===== config.mk =====
export PLATFORM = sky130hd
export DESIGN_NAME = onkey_supply_supervisor
export DESIGN_NICKNAME = d
export VERILOG_FILES = /design/src/core/onkey_supply_pkg.sv /design/src/core/level_debouncer.sv /design/src/core/onkey_supply_supervisor.sv
export SDC_FILE = /design/constraint.sdc
export NUM_CORES = 1
export LEC_CHECK = 0
export ABC_AREA = 1
export ABC_CLOCK_PERIOD_IN_PS = 4000
export BUFFER_PORTS_ARGS = -buffer_cell sky130_fd_sc_hd__buf_2
export CAP_MARGIN = 20
export CORE_MARGIN = 8
export CORE_UTILIZATION = 40
export DETAILED_ROUTE_END_ITERATION = 7
export GPL_TIMING_DRIVEN = 0
export PLACE_DENSITY = 0.56
export SETUP_SLACK_MARGIN = 0.05
export SKIP_CTS_REPAIR_TIMING = 1
export SLEW_MARGIN = 25
export SYNTH_ARGS = -nofsm -noshare
export SYNTH_HDL_FRONTEND = slang
export SYNTH_SLANG_ARGS = --single-unit

===== constraint.sdc =====
create_clock -name clk -period 4 [get_ports clk]
set_input_delay 0.4 -clock clk [delete_from_list [all_inputs] [get_ports clk]]
set_output_delay 0.4 -clock clk [all_outputs]
set_load 0.005 [all_outputs]

===== src/core/onkey_supply_pkg.sv =====
// constants, register map and state types for the on-key supply supervisor
package onkey_supply_pkg;

	localparam int unsigned CLK_MHZ          = 200;
	localparam int unsigned DBNC_SHORT_US    = 100;
	localparam int unsigned DBNC_LONG_MS     = 30;
	localparam int unsigned HOLD_SHORT_S     = 8;
	localparam int unsigned HOLD_LONG_S      = 16;
	localparam int unsigned CHG_DBNC_MS      = 120;
	localparam int unsigned POR_SETTLE_NS    = 1000;
	localparam int unsigned CLK_NS           = 1000 / CLK_MHZ;

	localparam int unsigned DBNC_SHORT_CYC   = DBNC_SHORT_US * CLK_MHZ;
	localparam int unsigned DBNC_LONG_CYC    = DBNC_LONG_MS * 1000 * CLK_MHZ;
	localparam int unsigned HOLD_SHORT_CYC   = HOLD_SHORT_S * 1000 * 1000 * CLK_MHZ;
	localparam int unsigned HOLD_LONG_CYC    = HOLD_LONG_S * 1000 * 1000 * CLK_MHZ;
	localparam int unsigned CHG_DBNC_CYC     = CHG_DBNC_MS * 1000 * CLK_MHZ;
	localparam int unsigned POR_SETTLE_CYC   = (POR_SETTLE_NS + CLK_NS - 1) / CLK_NS;
	localparam int unsigned SEQ_CYC          = 16;

	localparam int unsigned CNT_W            = 32;
	localparam int unsigned AW               = 4;
	localparam int unsigned DW               = 8;

	localparam logic [AW-1:0] ADDR_CONFIG    = 4'h0;
	localparam logic [AW-1:0] ADDR_IRQ_FLAGS = 4'h1;
	localparam logic [AW-1:0] ADDR_IRQ_MASK  = 4'h2;
	localparam logic [AW-1:0] ADDR_STATUS    = 4'h3;

	// config bits
	localparam int unsigned CFG_SWITCH_TYPE  = 0;
	localparam int unsigned CFG_DBNC_SEL     = 1;
	localparam int unsigned CFG_HOLD_SEL     = 2;
	// irq flag / mask bits
	localparam int unsigned IRQ_RISE         = 0;
	localparam int unsigned IRQ_FALL         = 1;
	localparam int unsigned IRQ_CHG          = 2;
	localparam int unsigned IRQ_THERM        = 3;
	localparam int unsigned IRQ_N            = 4;

	localparam logic [DW-1:0] CONFIG_RST     = 8'h00;
	localparam logic [IRQ_N-1:0] MASK_RST    = 4'hF;

	typedef enum logic [2:0] {
		ST_RESET,
		ST_STANDBY,
		ST_CHECK,
		ST_POWER_UP,
		ST_ON,
		ST_POWER_DOWN
	} ctl_state_e;

endpackage : onkey_supply_pkg


===== src/core/level_debouncer.sv =====
// stable-level debouncer with selectable period
`timescale 1ns/1ps
module level_debouncer
	import onkey_supply_pkg::*;
(
	// clock and reset
	input  wire logic             clk,
	input  wire logic             nrst,
	// control
	input  wire logic             rst_level,
	input  wire logic [CNT_W-1:0] period,
	// data
	input  wire logic             raw_in,
	output logic                  clean_ff,
	output logic                  busy_ff
);

	logic [CNT_W-1:0] cnt_ff;
	logic [CNT_W-1:0] nxt_cnt;
	logic             nxt_clean;
	logic             nxt_busy;

	always_comb
	begin
		nxt_cnt   = '0;
		nxt_clean = clean_ff;
		nxt_busy  = 1'b0;
		if (raw_in != clean_ff)
		begin
			nxt_busy = 1'b1;
			if (cnt_ff + 1'b1 >= period)
			begin
				nxt_clean = raw_in;
				nxt_busy  = 1'b0;
			end
			else
				nxt_cnt = cnt_ff + 1'b1;
		end
	end

	always_ff @(posedge clk)
	begin
		if (!nrst)
		begin
			cnt_ff   <= '0;
			clean_ff <= rst_level;
			busy_ff  <= 1'b0;
		end
		else
		begin
			cnt_ff   <= nxt_cnt;
			clean_ff <= nxt_clean;
			busy_ff  <= nxt_busy;
		end
	end

endmodule : level_debouncer


===== src/core/onkey_supply_supervisor.sv =====
// on/off controller, supply lockouts, on-key debounce, long hold and interrupts
//
// Chosen here: the register offsets and the strobed register port.
`timescale 1ns/1ps
module onkey_supply_supervisor
	import onkey_supply_pkg::*;
(
	// clock and reset
	input  wire logic          clk,
	input  wire logic          nrst,
	// supply and thermal monitors
	input  wire logic          supply_por_reset,
	input  wire logic          supply_undervoltage_flag,
	input  wire logic          supply_overvoltage_flag,
	input  wire logic          thermal_shutdown,
	input  wire logic          charger_present,
	// on-key
	input  wire logic          onkey_in_n,
	// register port
	input  wire logic [AW-1:0] reg_addr,
	input  wire logic [DW-1:0] reg_wdata,
	input  wire logic          reg_wr,
	input  wire logic          reg_rd,
	output logic [DW-1:0]      reg_rdata_ff,
	// regulator sequencer and monitors
	output logic               sys_reset_ff,
	output logic               uvlo_enable_ff,
	output logic               ovlo_enable_ff,
	output logic               regulators_on_ff,
	output logic               slow_osc_enable_ff,
	// interrupt pin, open drain
	output logic               irq_out_n_ff,
	output logic               irq_oe_ff
);

	// controller state
	ctl_state_e       state_ff;
	ctl_state_e       nxt_state;
	logic [CNT_W-1:0] tmr_ff;
	logic [CNT_W-1:0] nxt_tmr;
	logic [CNT_W-1:0] hold_ff;
	logic [CNT_W-1:0] nxt_hold;

	// registers
	logic [DW-1:0]    config_ff;
	logic [DW-1:0]    nxt_config;
	logic [IRQ_N-1:0] flags_ff;
	logic [IRQ_N-1:0] nxt_flags;
	logic [IRQ_N-1:0] mask_ff;
	logic [IRQ_N-1:0] nxt_mask;
	logic [DW-1:0]    nxt_rdata;

	// debounced inputs
	logic             onkey_db;
	logic             onkey_prev_ff;
	logic             onkey_busy;
	logic             chg_db;
	logic             chg_prev_ff;
	logic [CNT_W-1:0] onkey_period;
	logic [CNT_W-1:0] hold_period;
	logic             onkey_fall;
	logic             onkey_rise;
	logic             chg_rise;
	logic             hold_active;
	logic             hold_done;
	logic             in_standby;

	assign onkey_period = config_ff[CFG_DBNC_SEL] ? CNT_W'(DBNC_LONG_CYC)
	                                               : CNT_W'(DBNC_SHORT_CYC);
	assign hold_period  = config_ff[CFG_HOLD_SEL] ? CNT_W'(HOLD_LONG_CYC)
	                                               : CNT_W'(HOLD_SHORT_CYC);

	// on-key debounce, idle level high
	level_debouncer u_onkey_db (
		.clk      (clk),
		.nrst     (nrst),
		.rst_level(1'b1),
		.period   (onkey_period),
		.raw_in   (onkey_in_n),
		.clean_ff (onkey_db),
		.busy_ff  (onkey_busy)
	);

	// charger insertion debounce
	level_debouncer u_chg_db (
		.clk      (clk),
		.nrst     (nrst),
		.rst_level(1'b0),
		.period   (CNT_W'(CHG_DBNC_CYC)),
		.raw_in   (charger_present),
		.clean_ff (chg_db),
		.busy_ff  ()
	);

	assign onkey_fall = onkey_prev_ff & ~onkey_db;
	assign onkey_rise = ~onkey_prev_ff & onkey_db;
	assign chg_rise   = ~chg_prev_ff & chg_db;
	assign in_standby = (state_ff == ST_STANDBY) || (state_ff == ST_RESET);

	// long hold: low level for push-button, high level for slide switch
	assign hold_active = (state_ff == ST_ON)
	                   && (config_ff[CFG_SWITCH_TYPE] ? onkey_db : ~onkey_db);
	assign hold_done   = hold_active && (hold_ff + 1'b1 >= hold_period);

	always_comb
	begin
		nxt_state = state_ff;
		nxt_tmr   = '0;
		nxt_hold  = hold_active ? hold_ff + 1'b1 : '0;
		case (state_ff)
			ST_RESET:
			begin
				// settle after supply crosses threshold
				if (tmr_ff + 1'b1 >= CNT_W'(POR_SETTLE_CYC))
					nxt_state = ST_STANDBY;
				else
					nxt_tmr = tmr_ff + 1'b1;
			end
			ST_STANDBY:
			begin
				if ((onkey_fall || chg_rise) && !thermal_shutdown)
					nxt_state = ST_CHECK;
			end
			ST_CHECK:
			begin
				// comparator enabled this cycle, sampled next
				if (tmr_ff == '0)
					nxt_tmr = tmr_ff + 1'b1;
				else if (supply_undervoltage_flag || supply_overvoltage_flag)
					nxt_state = ST_STANDBY;
				else
					nxt_state = ST_POWER_UP;
			end
			ST_POWER_UP:
			begin
				if (supply_undervoltage_flag || supply_overvoltage_flag || thermal_shutdown)
					nxt_state = ST_POWER_DOWN;
				else if (tmr_ff + 1'b1 >= CNT_W'(SEQ_CYC))
					nxt_state = ST_ON;
				else
					nxt_tmr = tmr_ff + 1'b1;
			end
			ST_ON:
			begin
				if (hold_done || supply_undervoltage_flag || supply_overvoltage_flag
				    || thermal_shutdown)
				begin
					nxt_state = ST_POWER_DOWN;
					nxt_hold  = '0;
				end
			end
			ST_POWER_DOWN:
			begin
				if (tmr_ff + 1'b1 >= CNT_W'(SEQ_CYC))
					nxt_state = ST_STANDBY;
				else
					nxt_tmr = tmr_ff + 1'b1;
			end
			default:
				nxt_state = ST_RESET;
		endcase
		if (supply_por_reset)
		begin
			nxt_state = ST_RESET;
			nxt_tmr   = '0;
			nxt_hold  = '0;
		end
	end

	// register writes and interrupt flags
	always_comb
	begin
		nxt_config = config_ff;
		nxt_mask   = mask_ff;
		nxt_flags  = flags_ff;
		nxt_rdata  = '0;
		if (reg_wr && reg_addr == ADDR_CONFIG)
			nxt_config = reg_wdata;
		if (reg_wr && reg_addr == ADDR_IRQ_MASK)
			nxt_mask = reg_wdata[IRQ_N-1:0];
		if (reg_wr && reg_addr == ADDR_IRQ_FLAGS)
			nxt_flags = flags_ff & ~reg_wdata[IRQ_N-1:0];
		// set wins over write-one-to-clear
		if (onkey_rise)
			nxt_flags[IRQ_RISE] = 1'b1;
		if (onkey_fall)
			nxt_flags[IRQ_FALL] = 1'b1;
		if (chg_rise)
			nxt_flags[IRQ_CHG] = 1'b1;
		if (thermal_shutdown)
			nxt_flags[IRQ_THERM] = 1'b1;
		if (reg_rd)
		begin
			case (reg_addr)
				ADDR_CONFIG:    nxt_rdata = config_ff;
				ADDR_IRQ_FLAGS: nxt_rdata = DW'(flags_ff);
				ADDR_IRQ_MASK:  nxt_rdata = DW'(mask_ff);
				ADDR_STATUS:    nxt_rdata = {DW'(state_ff)} | {onkey_db, chg_db, 6'h00};
				default:        nxt_rdata = '0;
			endcase
		end
	end

	always_ff @(posedge clk)
	begin
		if (!nrst)
		begin
			state_ff           <= ST_RESET;
			tmr_ff             <= '0;
			hold_ff            <= '0;
			config_ff          <= CONFIG_RST;
			mask_ff            <= MASK_RST;
			flags_ff           <= '0;
			reg_rdata_ff       <= '0;
			onkey_prev_ff      <= 1'b1;
			chg_prev_ff        <= 1'b0;
			sys_reset_ff       <= 1'b1;
			uvlo_enable_ff     <= 1'b0;
			ovlo_enable_ff     <= 1'b0;
			regulators_on_ff   <= 1'b0;
			slow_osc_enable_ff <= 1'b0;
			irq_out_n_ff       <= 1'b1;
			irq_oe_ff          <= 1'b0;
		end
		else
		begin
			state_ff           <= nxt_state;
			tmr_ff             <= nxt_tmr;
			hold_ff            <= nxt_hold;
			config_ff          <= nxt_config;
			mask_ff            <= nxt_mask;
			flags_ff           <= nxt_flags;
			reg_rdata_ff       <= nxt_rdata;
			onkey_prev_ff      <= onkey_db;
			chg_prev_ff        <= chg_db;
			sys_reset_ff       <= (nxt_state == ST_RESET);
			uvlo_enable_ff     <= (nxt_state != ST_STANDBY) && (nxt_state != ST_RESET);
			ovlo_enable_ff     <= (nxt_state != ST_STANDBY) && (nxt_state != ST_RESET);
			regulators_on_ff   <= (nxt_state == ST_POWER_UP) || (nxt_state == ST_ON);
			slow_osc_enable_ff <= (onkey_busy && config_ff[CFG_DBNC_SEL]) || hold_active;
			irq_out_n_ff       <= 1'b0;
			irq_oe_ff          <= |(nxt_flags & ~nxt_mask);
		end
	end

	// checks
	property p_reset_in_por;
		@(posedge clk) disable iff (!nrst)
		supply_por_reset |=> sys_reset_ff;
	endproperty
	a_reset_in_por: assert property (p_reset_in_por) else $error("reset not held");

	property p_uvlo_off_standby;
		@(posedge clk) disable iff (!nrst)
		in_standby |-> !uvlo_enable_ff;
	endproperty
	a_uvlo_off_standby: assert property (p_uvlo_off_standby) else $error("uvlo on in standby");

	property p_ovlo_off_standby;
		@(posedge clk) disable iff (!nrst)
		(state_ff == ST_STANDBY) && $past(state_ff == ST_STANDBY) |-> !ovlo_enable_ff;
	endproperty
	a_ovlo_off_standby: assert property (p_ovlo_off_standby) else $error("ovlo on in standby");

	property p_uv_back;
		@(posedge clk) disable iff (!nrst)
		(state_ff == ST_CHECK) && tmr_ff != '0 && supply_undervoltage_flag && !supply_por_reset
		|=> state_ff == ST_STANDBY;
	endproperty
	a_uv_back: assert property (p_uv_back) else $error("undervoltage not rejected");

	property p_ov_inhibit;
		@(posedge clk) disable iff (!nrst)
		(state_ff == ST_ON) && supply_overvoltage_flag && !supply_por_reset
		|=> state_ff == ST_POWER_DOWN;
	endproperty
	a_ov_inhibit: assert property (p_ov_inhibit) else $error("overvoltage ignored");

	property p_fall_wake;
		@(posedge clk) disable iff (!nrst)
		(state_ff == ST_STANDBY) && onkey_fall && !thermal_shutdown && !supply_por_reset
		|=> state_ff == ST_CHECK;
	endproperty
	a_fall_wake: assert property (p_fall_wake) else $error("falling edge no wake");

	property p_fall_flag;
		@(posedge clk) disable iff (!nrst)
		onkey_fall |=> flags_ff[IRQ_FALL] ##1 flags_ff[IRQ_FALL] || $past(reg_wr);
	endproperty
	a_fall_flag: assert property (p_fall_flag) else $error("fall flag missing");

	property p_hold_only_on;
		@(posedge clk) disable iff (!nrst)
		state_ff != ST_ON |-> hold_ff == '0 || $past(state_ff) == ST_ON;
	endproperty
	a_hold_only_on: assert property (p_hold_only_on) else $error("hold counts off state");

	property p_irq_masked;
		@(posedge clk) disable iff (!nrst)
		irq_oe_ff |-> $past(|(flags_ff & ~mask_ff)) || |(flags_ff & ~mask_ff);
	endproperty
	a_irq_masked: assert property (p_irq_masked) else $error("masked irq drives pin");

	property p_therm_down;
		@(posedge clk) disable iff (!nrst)
		(state_ff == ST_ON) && thermal_shutdown && !supply_por_reset |=> state_ff == ST_POWER_DOWN;
	endproperty
	a_therm_down: assert property (p_therm_down) else $error("thermal ignored");

endmodule : onkey_supply_supervisor


==> impl_metrics.yaml <==
status:
  outcome: "completed"
placed_design:
  gp_congestion: 0.8296
  port_buffers: 36
  hpwl_um: 16670
  place_ws_ns: -0.05111
  place_inst: 1671
  placed_cell_area_um2: 9788
setup_path:
  arrival_ns: 3.80
  cpMaxStageDelayCell: "dfxtp_2"
  path_common_cell: "nand2_1"
  start_kind: "flop"
  cpLargestDelayFamily: "simple AND/OR/NAND/NOR gates"
  crit_fanout: 5
  cp.required_ns: 4.33
  crit_path_max_incr_delay_ns: 0.37
  critPathBufInv: 4
  endpoint_kind: "flop"
  worst-setup-path-type: "flop to flop"
route:
  routedWlPerCell_um: 12.34
  antenna_left: 0
  drt_wl_total_um: 21030
  via_per_inst: 4.701
  drtPass1Iterations: 5
  vias: 8011
  dr.first_iter.drc_count: 345
  drc: 0
clock_network:
  cts_tree: "done"
  numCtsBuffers: 17
  cts_root_buf: "clkbuf_16"
  clk_latency_ns: 0.43
  clk_path_buf_depth: 2
  cts.sinks: 166
  path_clk_slew_ns: 0.06
  htreeDepth: 4
layout:
  nFillCells: 2313
  areaGrowthSynthToFinish_pct: 14.32
  finalNonFillerCells: 1704
  n_antenna_cell: 0
  drive_gt1_share_pct: 10.50
  seq_area_um2: 3324
  final_nets: 1458
  design_area_um2: 10410
  multi_input_area_um2: 5172
floorplanning:
  die_w_um: 166.9
  fp.coreArea_um2: 22500
  die_area_um2: 27850
  row_count: 55
  initial_core_util_pct: 40.46
  ios: 37
  die_h_um: 166.9
synth:
  synth_area_um2: 9105
  yosysWarnings: 0
  synthTopCellsByArea: "dfxtp_1 36%, nand2_1 12%, nor2_1 8.8%, inv_1 7.7%, xor2_1 5.8%"
  synthArstFlopShare_pct: 0
  synth_edf_count: 0
  syn_avg_cell_area_um2: 6.945
  synth_top_area_cell: "dfxtp_1"
  synth_seq_cells: 166
  synth_top_area_share_pct: 36.50
  synth.top_cells.by_count: "298 x nand2_1, 213 x nor2_1, 186 x inv_1"
  synth_seq_area_share_pct: 36.50
  synth_top_flop_cell: "dfxtp_1"
  yosys.cell_count.top_type: "nand2_1"
  ys_types: 47
  syn_inst: 1311
power_and_ir_drop:
  power.leakage_nw: 4.358
  power_density_nw_per_um2: 326.4
  ir_worst_vdd_uv: 202.3
  power.total_w: 0.003398
sta:
  post-route-min-period_ns: 3.478
  setup_viol: 0
  worst_pin_slew_ns: 0.9014
  fin_crit_sh_pct: 86.95
  fmax_mhz: 287.5
  slew-limit-headroom_pct: 39.44
  slew_violations: 0
  worst_slack_ns: 0.5219
  rsz0062_at_grt: "no"
  skew_ns: 0.01549
  fin_setup_tns_ns: 0
  hold_violations: 0
global_route:
  grt_pass1_vias: 7573
  track_usage_pct: 15.46
  grt_pass1_wl_um: 35580
  antenna_found_initial: 4
  grt_overflow: 0
  grt_max_degree: 17
flow_run:
  maxCapViolCount: 0
min_path:
  hold_class: "primary input to flop"
==> metal layers <==
metal | routed length, um | GRT usage [%]
met1 | 10320 | 20.01
met2 | 9504 | 25.26
met3 | 945 | 3.901
met4 | 201 | 3.878
met5 | 54 | 0
==> metrics by stage <==
step,hold WS (ns),util (%)
2_1_floorplan,0.4242,-
3_3_place_gp,0.4386,43.50
3_5_place_dp,0.4386,43.50
4_1_cts,0.2281,45.92
5_1_grt,0.2396,46.26
6_report,0.2395,46.26
==> worst min-delay path, cell delays in order <==
cell and delay [ns]:
buf_2 0.12, nand2_1 0.06, nand3_1 0.05
==> path summary, 6_finish.rpt <==
| check | cells past startpoint | to | slack [ns] | startpoint |
|---|---|---|---|---|
| hold / removal | 3 | u_onkey_db.clean_ff | 0.24 | onkey_in_n |
| setup / recovery | 28 | regulators_on_ff | 0.52 | hold_ff[0] |
| setup reg to reg | 28 | regulators_on_ff | 0.52 | hold_ff[0] |
| hold reg to reg | 2 | reg_rdata_ff[4] | 0.45 | config_ff[4] |
==> placed cells by master (no fill, tap or decap), drive strengths merged <==
cell type | synthesis | final
nand2 | 307 | 307
nor2 | 250 | 250
inv | 187 | 189
dfxtp | 166 | 166
nand3 | 86 | 86
xor2 | 60 | 60
buf | 8 | 47
nor3 | 44 | 44
nand4 | 44 | 44
conb | 1 | 40
a21oi | 35 | 35
ha | 28 | 28
o21ai | 22 | 22
clkbuf | 3 | 22
xnor2 | 21 | 21
nor4 | 11 | 11
or2 | 6 | 6
clkinv | 1 | 6
o22ai | 5 | 5
nand3b | 4 | 4
and3 | 4 | 4
a221oi | 3 | 3
clkinvlp | 0 | 3
nor3b | 3 | 3
o21bai | 2 | 2
a21o | 2 | 2
a211oi | 2 | 2
a21boi | 1 | 1
and2 | 1 | 1
o31ai | 1 | 1
mux2i | 1 | 1
a22o | 1 | 1
a31o | 1 | 1
bufinv | 0 | 1
==> state kept, by name (all words and copies together), names as in the netlist <==
register	flops
tmr_ff	32
hold_ff	32
ovlo_enable_ff	1
flags_ff	4
slow_osc_enable_ff	1
sys_reset_ff	1
state_ff	3
u_chg_db.clean_ff	1
u_onkey_db.busy_ff	1
u_onkey_db.cnt_ff	32
reg_rdata_ff	8
onkey_prev_ff	1
config_ff	8
mask_ff	4
irq_out_n_ff	1
regulators_on_ff	1
chg_prev_ff	1
irq_oe_ff	1
u_chg_db.cnt_ff	32
u_onkey_db.clean_ff	1
==> power breakdown <==
part           leakage, nW  internal [W]  switching [W]
combinational         2.74     0.0000465      0.0000803
clock                0.261      0.000868       0.000691
sequential            1.36       0.00168      0.0000272
==> cells by family (layout without fill, tap and decap cells) <==
| group | after synthesis | after routing | synth area share [%] |
|---|---|---|---|
| AO/OA/AOI/OAI | 75 | 75 | 4.741 |
| XOR/XNOR | 81 | 81 | 7.792 |
| adder cells (fa/ha/maj) | 28 | 28 | 3.848 |
| buffers and inverters | 199 | 268 | 8.657 |
| flip-flops | 166 | 166 | 36.50 |
| multiplexers | 1 | 1 | 0.1099 |
| other | 1 | 40 | 0.04119 |
| AND/OR/NAND/NOR | 760 | 760 | 38.31 |
==> final cells by class <==
type / instances / area share [%]
buffer: 11 / 0.9737
clock buffer: 19 / 4.255
clock inverter: 11 / 0.9857
inverter: 188 / 6.780
multi-input combinational: 985 / 49.69
sequential: 166 / 31.94
tap: 285 / 3.426
timing repair buffer: 39 / 1.947
Note: power is estimated with default switching activity, not from simulation.
